## src/design/ccs_defines.vh

```
// Register map, field positions and reset values of the config block
`ifndef CCS_DEFINES_VH
`define CCS_DEFINES_VH
`define CCS_ADDR_SETUP 8'h1A
`define CCS_ADDR_SCAN 8'h1B
`define CCS_ADDR_RESET 8'h1C
`define CCS_RST_SETUP 16'h2801
`define CCS_RST_SCAN 16'h020F
`define CCS_RST_RESET 16'h0000
`define CCS_SETUP_CHAN_HI 15
`define CCS_SETUP_CHAN_LO 14
`define CCS_SETUP_SLEEP 13
`define CCS_SETUP_OVERRIDE 12
`define CCS_SETUP_ACTMODE 11
`define CCS_SETUP_AMPOFF 10
`define CCS_SETUP_REFSRC 9
`define CCS_SETUP_IRQMASK 7
`define CCS_SETUP_BOOST 6
`define CCS_SCAN_EN 15
`define CCS_SCAN_LIST_HI 14
`define CCS_SCAN_LIST_LO 13
`define CCS_SCAN_GLITCH_HI 2
`define CCS_SCAN_GLITCH_LO 0
`define CCS_RESET_TRIG 15
`define CCS_RESET_GAIN_HI 10
`define CCS_RESET_GAIN_LO 9
`define CCS_LIST_TWO 2'h0
`define CCS_LIST_THREE 2'h1
`define CCS_LIST_FOUR 2'h2
`define CCS_CHAN_LAST2 2'h1
`define CCS_CHAN_LAST3 2'h2
`define CCS_CHAN_LAST4 2'h3
`define CCS_GAIN_X1 2'h0
`define CCS_GAIN_X4 2'h1
`define CCS_GAIN_X8 2'h2
`define CCS_SHIFT_X1 3'h0
`define CCS_SHIFT_X4 3'h2
`define CCS_SHIFT_X8 3'h3
`define CCS_SHIFT_X16 3'h4
`define CCS_GLITCH_1M 3'h1
`define CCS_GLITCH_3M3 3'h4
`define CCS_GLITCH_10M 3'h5
`define CCS_GLITCH_33M 3'h7
`define CCS_BW_1M 2'h0
`define CCS_BW_3M3 2'h1
`define CCS_BW_10M 2'h2
`define CCS_BW_33M 2'h3
`endif

```

## src/design/ccs_config_regs.v

```verilog
// Conversion setup, channel scan and soft reset registers
`timescale 1ns/1ps
`include "ccs_defines.vh"

// How it works
// - Override bit 12 makes conversions use each channel's drive setting; resets 0.
// - Activation bit 11 resets 1; 0 full current, 1 programmed drive.
// - Amplitude-correction-off bit 10 stops correction and freezes initial drive.
// - Mask bit 7 at 0 lets status updates assert the interrupt pin.
// - Boost bit 6 drives channel 0 harder; host avoids it while scanning.
// - Scan bit 15 off converts one channel; on scans the sequence.
// - Sequence 00 and 11 give 0-1, 01 gives 0-2, 10 gives 0-3 when CHAN_COUNT is 4 or more; else all give 0-1.
// - Glitch field picks 1, 3.3, 10 or 33 MHz; reset 111.
// - Writing 1 to reset bit 15 resets the device; reads 0.
// - Gain field 10:9 shifts results by 0, 2, 3 or 4 bits.
// - Without scan, selector bits 15:14 choose converted channel 0 to 3.
// - Sleep bit 13 resets 1 holding sleep; clearing it wakes device.
module ccs_config_regs #(
  parameter CHAN_COUNT = 4
) (
  // Clock and reset
  input wire core_clk,
  input wire rst_b,
  // Register access from the serial bus engine
  input wire regWrEn,
  input wire regRdEn,
  input wire [7:0] regAddr,
  input wire [15:0] regWrData,
  output reg [15:0] regRdData,
  output reg regRdHit,
  // Conversion engine handshake
  input wire convDone,
  input wire statusUpdate,
  input wire [11:0] rawResult,
  // Configuration outputs
  output reg driveOverrideEn,
  output reg activationModeSel,
  output reg ampCorrectionOff,
  output reg refSourceSel,
  output reg boostDriveCh0,
  output reg sleepEn,
  output reg multiChannelScanEn,
  output reg [1:0] activeChan,
  output reg [1:0] glitchBwSel,
  output reg [2:0] gainShift,
  output reg [15:0] scaledResult,
  output reg softResetPulse,
  // Interrupt pin, active low
  output reg irqPinN
);

  reg [15:0] setupQ;
  reg [15:0] scanQ;
  reg [15:0] resetQ;
  reg [1:0] seqChanQ;
  reg [1:0] seqLast;
  reg [2:0] shiftD;
  reg [1:0] bwD;
  reg [1:0] chanD;
  wire trigWrite;

  // A write of 1 to the trigger bit reloads the three config registers and clears the scan position
  assign trigWrite = regWrEn && (regAddr == `CCS_ADDR_RESET) &&
                     regWrData[`CCS_RESET_TRIG];

  // Register file; reserved bits keep whatever was written
  always @(posedge core_clk or negedge rst_b) begin
    if (!rst_b) begin
      setupQ <= `CCS_RST_SETUP;
      scanQ <= `CCS_RST_SCAN;
      resetQ <= `CCS_RST_RESET;
    end else if (trigWrite) begin
      setupQ <= `CCS_RST_SETUP;
      scanQ <= `CCS_RST_SCAN;
      resetQ <= `CCS_RST_RESET;
    end else if (regWrEn) begin
      case (regAddr)
        `CCS_ADDR_SETUP: setupQ <= regWrData;
        `CCS_ADDR_SCAN: scanQ <= regWrData;
        `CCS_ADDR_RESET: resetQ <= regWrData;
        default: setupQ <= setupQ;
      endcase
    end
  end

  // Readback; trigger bit never stored so always returns 0
  always @(posedge core_clk or negedge rst_b) begin
    if (!rst_b) begin
      regRdData <= 16'h0000;
      regRdHit <= 1'b0;
    end else begin
      regRdHit <= 1'b0;
      if (regRdEn) begin
        case (regAddr)
          `CCS_ADDR_SETUP: begin
            regRdData <= setupQ;
            regRdHit <= 1'b1;
          end
          `CCS_ADDR_SCAN: begin
            regRdData <= scanQ;
            regRdHit <= 1'b1;
          end
          `CCS_ADDR_RESET: begin
            regRdData <= resetQ & ~(16'h0001 << `CCS_RESET_TRIG);
            regRdHit <= 1'b1;
          end
          default: regRdData <= 16'h0000;
        endcase
      end
    end
  end

  // Sequence end channel; 11 aliases 00, small variant caps at two
  always @* begin
    case (scanQ[`CCS_SCAN_LIST_HI:`CCS_SCAN_LIST_LO])
      `CCS_LIST_THREE: seqLast = `CCS_CHAN_LAST3;
      `CCS_LIST_FOUR: seqLast = `CCS_CHAN_LAST4;
      default: seqLast = `CCS_CHAN_LAST2;
    endcase
    if (CHAN_COUNT < 4) begin
      seqLast = `CCS_CHAN_LAST2;
    end
  end

  // Gain field to shift amount
  always @* begin
    case (resetQ[`CCS_RESET_GAIN_HI:`CCS_RESET_GAIN_LO])
      `CCS_GAIN_X1: shiftD = `CCS_SHIFT_X1;
      `CCS_GAIN_X4: shiftD = `CCS_SHIFT_X4;
      `CCS_GAIN_X8: shiftD = `CCS_SHIFT_X8;
      default: shiftD = `CCS_SHIFT_X16;
    endcase
  end

  // Glitch code to bandwidth index; undefined codes fall to widest
  always @* begin
    case (scanQ[`CCS_SCAN_GLITCH_HI:`CCS_SCAN_GLITCH_LO])
      `CCS_GLITCH_1M: bwD = `CCS_BW_1M;
      `CCS_GLITCH_3M3: bwD = `CCS_BW_3M3;
      `CCS_GLITCH_10M: bwD = `CCS_BW_10M;
      default: bwD = `CCS_BW_33M;
    endcase
  end

  // Converted channel: fixed selector or current scan position
  always @* begin
    if (scanQ[`CCS_SCAN_EN]) begin
      chanD = seqChanQ;
    end else begin
      chanD = setupQ[`CCS_SETUP_CHAN_HI:`CCS_SETUP_CHAN_LO];
    end
  end

  // Scan position steps per conversion and wraps to channel 0
  always @(posedge core_clk or negedge rst_b) begin
    if (!rst_b) begin
      seqChanQ <= 2'h0;
    end else if (trigWrite || !scanQ[`CCS_SCAN_EN]) begin
      seqChanQ <= 2'h0;
    end else if (convDone) begin
      if (seqChanQ >= seqLast) begin
        seqChanQ <= 2'h0;
      end else begin
        seqChanQ <= seqChanQ + 2'h1;
      end
    end
  end

  // Registered outputs to the converter
  always @(posedge core_clk or negedge rst_b) begin
    if (!rst_b) begin
      driveOverrideEn <= 1'b0;
      activationModeSel <= 1'b1;
      ampCorrectionOff <= 1'b0;
      refSourceSel <= 1'b0;
      boostDriveCh0 <= 1'b0;
      sleepEn <= 1'b1;
      multiChannelScanEn <= 1'b0;
      activeChan <= 2'h0;
      glitchBwSel <= `CCS_BW_33M;
      gainShift <= `CCS_SHIFT_X1;
      scaledResult <= 16'h0000;
      softResetPulse <= 1'b0;
      irqPinN <= 1'b1;
    end else begin
      driveOverrideEn <= setupQ[`CCS_SETUP_OVERRIDE];
      activationModeSel <= setupQ[`CCS_SETUP_ACTMODE];
      ampCorrectionOff <= setupQ[`CCS_SETUP_AMPOFF];
      refSourceSel <= setupQ[`CCS_SETUP_REFSRC];
      // Boost is not gated by scan; host keeps the two apart
      boostDriveCh0 <= setupQ[`CCS_SETUP_BOOST];
      sleepEn <= setupQ[`CCS_SETUP_SLEEP];
      multiChannelScanEn <= scanQ[`CCS_SCAN_EN];
      activeChan <= chanD;
      glitchBwSel <= bwD;
      gainShift <= shiftD;
      if (convDone) begin
        scaledResult <= {4'h0, rawResult} << shiftD;
      end
      softResetPulse <= trigWrite;
      // Low for one cycle per status update unless masked
      irqPinN <= ~(statusUpdate && !setupQ[`CCS_SETUP_IRQMASK]);
    end
  end

endmodule

```

## config.mk

```make
export PLATFORM = sky130hd
export DESIGN_NAME = ccs_config_regs
export DESIGN_NICKNAME = d
export VERILOG_FILES = /design/src/design/ccs_config_regs.v
export VERILOG_INCLUDE_DIRS = /design/src /design/src/design
export SDC_FILE = /design/constraint.sdc
export NUM_CORES = 1
export LEC_CHECK = 0
export ABC_CLOCK_PERIOD_IN_PS = 4300
export BUFFER_PORTS_ARGS = -buffer_cell sky130_fd_sc_hd__buf_2
export CORE_MARGIN = 3
export CORE_UTILIZATION = 30
export CTS_BUF_LIST = sky130_fd_sc_hd__clkbuf_2 sky130_fd_sc_hd__clkbuf_4 sky130_fd_sc_hd__clkbuf_8
export CTS_CLUSTER_SIZE = 28
export DETAILED_ROUTE_END_ITERATION = 8
export SETUP_SLACK_MARGIN = 0.05
export SYNTH_ARGS = -nofsm -noshare
export SYNTH_HDL_FRONTEND = slang
export SYNTH_SLANG_ARGS = --single-unit
```

## constraint.sdc

```tcl
create_clock -name core_clk -period 4.3 [get_ports core_clk]
set_input_delay 0.86 -clock core_clk [delete_from_list [all_inputs] [get_ports core_clk]]
set_output_delay 0.86 -clock core_clk [all_outputs]
set_load 0.005 [all_outputs]
```

==> results.py, run 1 <==
metrics = {
    "power_and_ir_drop": {
        "peakVddDrop_v": 0.000196,
        "combPwrFrac_pct": 14.9,
        "seq_power_share_pct": 54.1,
        "finalPower_mw": 1.92,
        "netSwitchingPower_mw": 0.538,
        "power_density_nw_per_um2": 354,
        "p_sw_share_pct": 28.1,
        "clkPwrFrac_pct": 31.0,
        "power.internal_mw": 1.38,
        "p_leak_nw": 2.67,
    },
    "clocking": {
        "worstSkewPairLatency_ps": 380,
        "cts_tree": "yes",
        "cts_setup_buffers": 0,
        "clock-sinks": 98,
        "cts.repair.resized": 0,
        "cts_buffers": 9,
        "htree_levels": 3,
        "root_buffer": "clkbuf_8",
        "cts_buffer_depth": 2,
        "clk_pin_slew_ps": 90,
        "holdBufCountCts": 0,
    },
    "timing": {
        "finalSetupViolCount": 0,
        "skew_ps": 12.5,
        "fin_crit_sh_pct": 57.8,
        "timing.fmax_mhz": 403,
        "fin_crit_ps": 2480,
        "hold_viol": 0,
        "rsz0062_at_grt": "no",
        "worst_pin_slew_ps": 1080,
        "drv_slew": 0,
        "tns_ps": 0,
        "slew_headroom_pct": 27.6,
    },
    "worst_setup_path": {
        "end_kind": "register",
        "path_class": "input port to register",
        "worstPathMaxFanout": 24,
        "cp_data_required_time_ps": 4590,
        "worstSetupStartpointType": "input port",
        "arrival_ps": 2770,
    },
    "flow_run": {
        "cap_violations": 0,
    },
    "finish": {
        "insertedDiodeCount": 0,
        "n_fill_cell": 1482,
        "drive_gt1_share_pct": 28.0,
        "fin_area_um2": 5410,
        "nNetsFinal": 559,
        "areaGrowthSynthToFinish_pct": 16.7,
        "instances_no_fill": 701,
    },
    "yosys": {
        "yosys_warnings": 0,
        "synth_fa_ha_area_share_pct": 1.35,
        "synth_top_family_by_area": "simple AND/OR/NAND/NOR gates",
        "ys_seq_area_share_pct": 53.3,
        "syn_area_um2": 4630,
        "synth.mux.area_fraction_pct": 10.7,
        "syn_inst": 437,
        "ys_seq_elements": 98,
        "avgSynthCellArea_um2": 10.6,
        "synth_top_flop_cell": "dfrtp_1",
        "syn_nets": 484,
        "synthArstFlopShare_pct": 100,
        "netlist_top_cells_area": "dfrtp_1 46%, dfstp_2 7.4%, mux2i_1 5.6%",
        "synthSimpleGateAreaFrac_pct": 14.1,
        "synth_xor_area_share_pct": 0.189,
        "netlist.area_leader.share_pct": 45.9,
        "synth_edf_count": 0,
        "synth-compound-area-share_pct": 13.5,
        "synth.distinct_cells": 42,
        "yosys.area.top_type": "dfrtp_1",
    },
    "route": {
        "dr.pass1.iters": 4,
        "routed_wl_mm": 11.7,
        "remaining_drc_errors": 0,
        "vias": 3496,
        "wl_per_cell_um": 16.7,
        "drtAntennaViolNets": 0,
        "first_iter_violations": 278,
        "avgViaCountPerCell": 4.99,
    },
    "global_routing": {
        "overflow": 0,
        "antenna_found_initial": 1,
        "grt_use_total_pct": 14.1,
        "grt_pass1_vias": 3405,
        "grt_pass1_wl_mm": 18.4,
        "grt_max_degree": 42,
    },
    "status": {
        "status": "finished clean",
    },
    "floorplanning": {
        "start_util_pct": 31.3,
        "die_area_um2": 17000,
        "rows": 44,
        "core_um2": 14800,
        "dieHeight_um": 130,
        "ios": 91,
        "die_width_um": 130,
    },
    "place": {
        "portBuffers": 90,
        "place.detailed.hpwl_mm": 7.92,
        "placed_cells_incl_taps": 685,
        "dpl-instance-area_um2": 5210,
        "gp_congestion": 0.794,
    },
    "worst_hold_path": {
        "hold_path_class": "input port to async pin",
    },
}
through the flow:
| stage | setup slack [ps] | utilization [%] | hold slack [ps] |
|---|---|---|---|
| after floorplan | 2050 | - | 361 |
| after global placement | 1430 | 35.2 | 372 |
| after detailed placement | 1370 | 35.2 | 380 |
| after CTS | 1780 | 36.5 | 369 |
| after global routing | 1650 | 36.5 | 371 |
| final | 1820 | 36.5 | 373 |
final cells by class:
cell class	count	area, µm²	share of cell area [%]
flip-flops and latches	98	2470	45.7
inverters	44	165	3.05
clock inverters	5	46.3	0.856
well taps	184	230	4.26
clock buffers	11	151	2.80
repair buffers	96	498	9.21
multi-input cells	263	1850	34.2
final timing paths:
check	from	endpoint	slack, ps	cells past startpoint
min	rst_b	resetQ[3]	370	1
max in group asynchronous	rst_b	irqPinN	3100	2
max reg2reg	resetQ[9]	scaledResult[12]	1930	6
min reg2reg	setupQ[13]	sleepEn	400	0
max	regAddr[0]	regRdData[13]	1820	5
min in group core_clk	setupQ[13]	sleepEn	400	0
logic make-up (layout without fill, tap and decap cells):
group / after synthesis / count (layout)
AOI/OAI and AO/OA: 99 / 99
xor gates and xnor gates: 1 / 1
buffers and inverters: 76 / 156
and+or+nand+nor: 119 / 119
DFF: 98 / 98
adders and majority gates: 5 / 5
muxes: 39 / 39
critical path, cell delays in order:
cell and delay, ps:
buf_2 110, or4b_4 550, nor2_2 850, a22oi_1 230, o22ai_1 160
cells in the mapped netlist (all sizes together), types with 2 or more instances:
cell type  number
dfstp          13
mux2            5
nand2b          9
nand3          24
buf            20
a21oi          25
and3b           2
mux4            8
a31oi           3
o22ai          17
ha              5
clkbuf         12
nor3b           4
dfrtp          85
a22o           15
mux2i          26
nand3b         15
nor2b           5
inv            44
nand2          25
o21ai          20
nor2           26
a22oi          17
routing by layer:
layer	track usage [%]	routed length [µm]	up-vias
met4	4.16	154	2
met1	17.9	4900	1705
met3	3.68	733	12
met2	23.6	5900	102
met5	0	7	-
li1	-	-	1675
power groups by stage:
stage | Sequential (mW) | Clock [mW] | Combinational (mW)
6_report | 1.04 | 0.595 | 0.285
5_1_grt | 1.04 | 0.655 | 0.321
4_1_cts | 1.04 | 0.620 | 0.291
3_5_place_dp | 1.05 | 0 | 0.290
3_3_place_gp | 1.05 | 0 | 0.284
2_1_floorplan | 1.05 | 0 | 0.163
state kept, by name, indices dropped and copies added, names as in the netlist:
signal              count
activationModeSel       1
regRdData              16
ampCorrectionOff        1
multiChannelScanEn      1
glitchBwSel             2
softResetPulse          1
scaledResult           16
activeChan              2
driveOverrideEn         1
gainShift               3
sleepEn                 1
refSourceSel            1
regRdHit                1
resetQ                 15
seqChanQ                2
setupQ                 16
irqPinN                 1
scanQ                  16
boostDriveCh0           1
cells in the final DEF (no fill, tap or decap), types with 3 or more instances in the layout:
cell type,count
a21oi_1,25
a22o_1,15
a22oi_1,17
a31oi_1,3
buf_2,89
buf_4,7
clkbuf_8,11
clkinv_4,3
dfrtp_1,85
dfstp_2,13
ha_1,5
inv_1,43
mux2_2,5
mux2i_1,26
mux4_2,8
nand2_1,24
nand2b_1,9
nand3_1,24
nand3b_1,15
nor2_1,25
nor2b_1,5
o21ai_0,20
o22ai_1,17
No activity file was read; power rests on OpenSTA's default activity.
==> run 2, diff against run 1 <==
--- a/config.mk
+++ b/config.mk
@@ -6,7 +6,7 @@
 export SDC_FILE = /design/constraint.sdc
 export NUM_CORES = 1
 export LEC_CHECK = 0
-export ABC_CLOCK_PERIOD_IN_PS = 4300
+export ABC_CLOCK_PERIOD_IN_PS = 2050
 export BUFFER_PORTS_ARGS = -buffer_cell sky130_fd_sc_hd__buf_2
 export CORE_MARGIN = 3
 export CORE_UTILIZATION = 30
==> constraint.sdc (replaced) <==
create_clock -name core_clk -period 2.05 [get_ports core_clk]
set_input_delay 0.41 -clock core_clk [delete_from_list [all_inputs] [get_ports core_clk]]
set_output_delay 0.41 -clock core_clk [all_outputs]
set_load 0.005 [all_outputs]
==> run 2 against run 1 <==
  * Critical path depth decreased by 1
  * Clock skew about the same
  * Highest routed layer unchanged
  * Die area unchanged
  * Register-to-register slack lost 1700 ps
==> results.py, run 2 (synthesized netlist as in run 1, its figures left out) <==
metrics = {
    "status": {
        "status": "finished clean",
    },
    "flow_run": {
        "cap_violations": 0,
    },
    "timing": {
        "skew_ps": 12.1,
        "fin_crit_sh_pct": 87.2,
        "slew_headroom_pct": 45.2,
        "fin_crit_ps": 1790,
        "worst_pin_slew_ps": 820,
        "finalSetupViolCount": 0,
        "timing.fmax_mhz": 560,
        "hold_viol": 0,
        "rsz0062_at_grt": "no",
        "drv_slew": 0,
        "tns_ps": 0,
    },
    "route": {
        "wl_per_cell_um": 16.2,
        "remaining_drc_errors": 0,
        "avgViaCountPerCell": 5.03,
        "routed_wl_mm": 11.7,
        "dr.pass1.iters": 5,
        "drtAntennaViolNets": 0,
        "vias": 3638,
        "first_iter_violations": 253,
    },
    "finish": {
        "layout_common_cells": "89 x buf_2, 85 x dfrtp_1, 43 x inv_1, 27 x buf_4, 26 x mux2i_1",
        "utilization_pct": 37.8,
        "drive_gt1_share_pct": 31.0,
        "nNetsFinal": 580,
        "mostFrequentLayoutCell": "buf_2",
        "n_fill_cell": 1491,
        "areaGrowthSynthToFinish_pct": 20.9,
        "instances_no_fill": 723,
    },
    "place": {
        "placed_cells_incl_taps": 706,
        "place.detailed.hpwl_mm": 8.44,
        "gp_congestion": 0.853,
        "portBuffers": 90,
    },
    "worst_setup_path": {
        "worstPathMaxFanout": 20,
        "end_kind": "register",
        "path_class": "register to register",
        "arrival_ps": 2060,
        "worstSetupStartpointType": "register",
        "cp_data_required_time_ps": 2320,
        "r2r_slack_ps": 260,
    },
    "clocking": {
        "clock-sinks": 98,
        "worstSkewPairLatency_ps": 380,
        "cts_buffers": 9,
        "clk_pin_slew_ps": 100,
        "htree_levels": 3,
        "root_buffer": "clkbuf_8",
        "holdBufCountCts": 0,
        "cts_buffer_depth": 2,
        "cts_tree": "yes",
    },
    "floorplanning": {
        "core_um2": 14800,
        "dieHeight_um": 130,
        "start_util_pct": 31.3,
        "die_width_um": 130,
        "die_area_um2": 17000,
        "ios": 91,
        "rows": 44,
    },
    "global_routing": {
        "grt_max_degree": 41,
        "grt_pass1_vias": 3630,
        "overflow": 0,
        "antenna_found_initial": 2,
        "grt_pass1_wl_mm": 18.8,
        "grt_use_total_pct": 14.3,
    },
    "power_and_ir_drop": {
        "peakVddDrop_v": 0.000312,
        "p_leak_nw": 2.77,
        "power_density_nw_per_um2": 736,
    },
    "worst_hold_path": {
        "hold_path_class": "input port to async pin",
    },
}
## run 2: cell count changes in the layout (fill, tap and decap cells not counted)
cell / change
inv_8: -1
clkbuf_4: +1
buf_12: +1
diode_2: +1
inv_6: +2
ha_1: -1
clkinvlp_4: +2
ha_4: +1
buf_4: +20
bufinv_16: +1
clkinv_4: -3
clkbuf_8: -2
## run 2: timing repair
action,in CTS,in global routing
resized for setup,1,1
endpoints found under the setup margin,1,1
pin swaps,0,0
buffers inserted,0,0
## run 2: critical path, stage by stage (launching register included)
cell and delay [ps]:
dfrtp_1 390, buf_4 140, ha_1 680, o21ai_0 190, mux2_2 290
## run 2: per-layer routing
layer	GRT usage [%]	share of wire, %
met1	17.7	42
met2	24.6	50
met3	3.60	5.6
met4	4.52	2.3
met5	0	0.060
## run 2: area by class of cell
class | count | area (µm²) | area share (%)
clock inverter | 6 | 71.3 | 1.27
timing repair buffer | 117 | 668 | 11.9
clock buffer | 10 | 131 | 2.35
multi-input combinational | 263 | 1860 | 33.2
antenna | 1 | 2.50 | 0.0447
inverter | 44 | 165 | 2.95
tap | 184 | 230 | 4.11
sequential | 98 | 2470 | 44.1
## run 2: through the flow
step,total power [mW],setup WS [ps],hold slack (ps),instance area (µm²)
after floorplan,2.54,194,114,4630
after detailed placement,2.85,45.7,373,5380
after global routing,4.35,139,31.6,5600
final,4.12,263,14.3,5600
after global placement,2.83,84.0,371,5380
after CTS,4.18,154,14.8,5590
## run 2: worst paths after layout
| path | startpoint | endpoint | depth (start not counted) |
|---|---|---|---|
| min | rst_b | resetQ[3] | 1 |
| max in group asynchronous | rst_b | irqPinN | 2 |
| min reg2reg | setupQ[13] | sleepEn | 0 |
| max | resetQ[10] | scaledResult[12] | 4 |
| min in group core_clk | statusUpdate | irqPinN | 2 |
| max reg2reg | resetQ[10] | scaledResult[12] | 4 |
## run 2: power breakdown
group	switching [mW]	internal (mW)
Sequential	0.0792	2.09
Combinational	0.336	0.307
Clock	0.720	0.591
==> run 3, diff against run 2 <==
--- a/config.mk
+++ b/config.mk
@@ -8,11 +8,14 @@
 export LEC_CHECK = 0
 export ABC_CLOCK_PERIOD_IN_PS = 2050
 export BUFFER_PORTS_ARGS = -buffer_cell sky130_fd_sc_hd__buf_2
+export CELL_PAD_IN_SITES_DETAIL_PLACEMENT = 0
+export CELL_PAD_IN_SITES_GLOBAL_PLACEMENT = 1
 export CORE_MARGIN = 3
 export CORE_UTILIZATION = 30
 export CTS_BUF_LIST = sky130_fd_sc_hd__clkbuf_2 sky130_fd_sc_hd__clkbuf_4 sky130_fd_sc_hd__clkbuf_8
 export CTS_CLUSTER_SIZE = 28
 export DETAILED_ROUTE_END_ITERATION = 8
+export PLACE_DENSITY_LB_ADDON = 0.1
 export SETUP_SLACK_MARGIN = 0.05
 export SYNTH_ARGS = -nofsm -noshare
 export SYNTH_HDL_FRONTEND = slang
==> constraint.sdc (replaced) <==
create_clock -name core_clk -period 2.05 [get_ports core_clk]
set_input_delay 0.1025 -clock core_clk [delete_from_list [all_inputs] [get_ports core_clk]]
set_output_delay 0.1025 -clock core_clk [all_outputs]
set_load 0.005 [all_outputs]
==> run 3 against run 2 <==
  * Wire length is 8.0% higher
  * Sequential power is essentially flat
  * Highest routed layer is now met4
  * Largest power group unchanged
  * Count of clock-buffer cells in the layout is 6 higher
  * Largest cell class unchanged
==> results.py, run 3 (synthesized netlist as in run 1, its figures left out) <==
metrics = {
    "finish": {
        "mostFrequentLayoutCell": "buf_2",
        "layout_common_cells": "89 x buf_2, 85 x dfrtp_1, 43 x inv_1, 26 x mux2i_1",
        "n_fill_cell": 1503,
        "insertedDiodeCount": 0,
        "seq_area_um2": 2470,
        "drive_gt1_share_pct": 30.0,
        "multi_input_area_um2": 1850,
        "areaGrowthSynthToFinish_pct": 22.5,
        "nNetsFinal": 588,
    },
    "global_routing": {
        "overflow": 0,
        "grt_use_total_pct": 15.4,
        "grt_max_degree": 48,
        "grt_pass1_vias": 3641,
        "grt_pass1_wl_mm": 20.0,
        "antenna_found_initial": 0,
    },
    "worst_hold_path": {
        "hold_path_class": "input port to register",
    },
    "route": {
        "first_iter_violations": 215,
        "drtAntennaViolNets": 0,
        "avgViaCountPerCell": 4.91,
        "routed_wl_mm": 12.7,
        "dr.pass1.iters": 6,
        "wl_per_cell_um": 17.3,
        "vias": 3586,
        "remaining_drc_errors": 0,
    },
    "clocking": {
        "cts_setup_buffers": 0,
        "htree_levels": 3,
        "clk_pin_slew_ps": 100,
        "worstSkewPairLatency_ps": 370,
        "cts_tree": "yes",
        "cts_buffers": 9,
        "root_buffer": "clkbuf_8",
        "clock-sinks": 98,
        "cts_buffer_depth": 2,
    },
    "timing": {
        "timing.fmax_mhz": 542,
        "hold_viol": 0,
        "worst_pin_slew_ps": 836,
        "fin_crit_ps": 1840,
        "drv_slew": 0,
        "skew_ps": 14.3,
        "rsz0062_at_grt": "no",
        "finalSetupViolCount": 0,
        "fin_crit_sh_pct": 90.0,
        "slew_headroom_pct": 44.1,
        "tns_ps": 0,
    },
    "flow_run": {
        "cap_violations": 0,
    },
    "worst_setup_path": {
        "cp_data_required_time_ps": 2310,
        "end_kind": "register",
        "worstSetupStartpointType": "register",
        "arrival_ps": 2100,
        "path_class": "register to register",
        "worstPathMaxFanout": 5,
    },
    "floorplanning": {
        "die_area_um2": 17000,
        "ios": 91,
        "die_width_um": 130,
        "start_util_pct": 31.3,
        "dieHeight_um": 130,
        "rows": 44,
        "core_um2": 14800,
    },
    "place": {
        "portBuffers": 90,
        "place.detailed.hpwl_mm": 8.84,
        "gp_congestion": 0.861,
    },
    "power_and_ir_drop": {
        "finalPower_mw": 4.05,
        "p_leak_nw": 2.81,
        "peakVddDrop_v": 0.000263,
        "power_density_nw_per_um2": 714,
    },
    "status": {
        "status": "finished clean",
    },
}
run 3: path summary, 6_finish.rpt:
check | from | end | slack [ps] | cells after the start
hold reg to reg | setupQ[11] | activationModeSel | 380 | 0
hold / removal | regWrData[14] | resetQ[14] | 20 | 3
max in group asynchronous | rst_b | setupQ[13] | 1120 | 3
min in group asynchronous | rst_b | scanQ[14] | 250 | 2
setup / recovery | resetQ[9] | scaledResult[12] | 210 | 6
setup reg to reg | resetQ[9] | scaledResult[12] | 210 | 6
run 3: per-layer routing:
metal / track usage (%) / wire (µm) / up-vias
li1: - / - / 1725
met1: 22.0 / 6100 / 1754
met2: 23.9 / 5730 / 92
met3: 2.29 / 618 / 15
met4: 5.68 / 208 / 0
met5: 0 / 0 / -
run 3: what timing repair did:
action / CTS / global route
endpoints found under the setup margin: 0 / 2
gates resized for setup: 0 / 2
hold buffers: 11 / 0
endpoints found under the hold margin: 48 / 0
run 3: power by group:
part | switching, mW | leakage (nW) | internal (mW)
combinational | 0.336 | 1.50 | 0.312
sequential | 0.0840 | 1.21 | 2.09
clock | 0.652 | 0.102 | 0.579
total | 1.07 | 2.81 | 2.98
run 3: metrics by stage:
step | instances | hold WS (ps) | util, % | area (µm²) | worst slack [ps]
global route | 730 | 19.1 | 38.3 | 5680 | 92.4
detailed placement | 703 | 115 | 36.3 | 5370 | 151
CTS | 730 | 0.883 | 38.3 | 5670 | 155
finish | 730 | 19.9 | 38.3 | 5680 | 206
global placement | 703 | 115 | 36.3 | 5370 | 156
floorplan | 437 | -193 | - | 4630 | 194
run 3: final cells by class:
| class | count | share of cell area (%) |
|---|---|---|
| Tap cell | 184 | 4.06 |
| Timing Repair Buffer | 125 | 13.6 |
| Clock buffer | 16 | 3.33 |
| Inverter | 44 | 2.91 |
| Multi-Input combinational cell | 263 | 32.6 |
| Sequential cell | 98 | 43.5 |
run 3: critical path, stage by stage (launching register included):
cell,delay [ps]
dfrtp_1,380
inv_1,70
ha_2,390
mux2_2,350
a22oi_1,170
o21ai_0,90
mux2_2,290
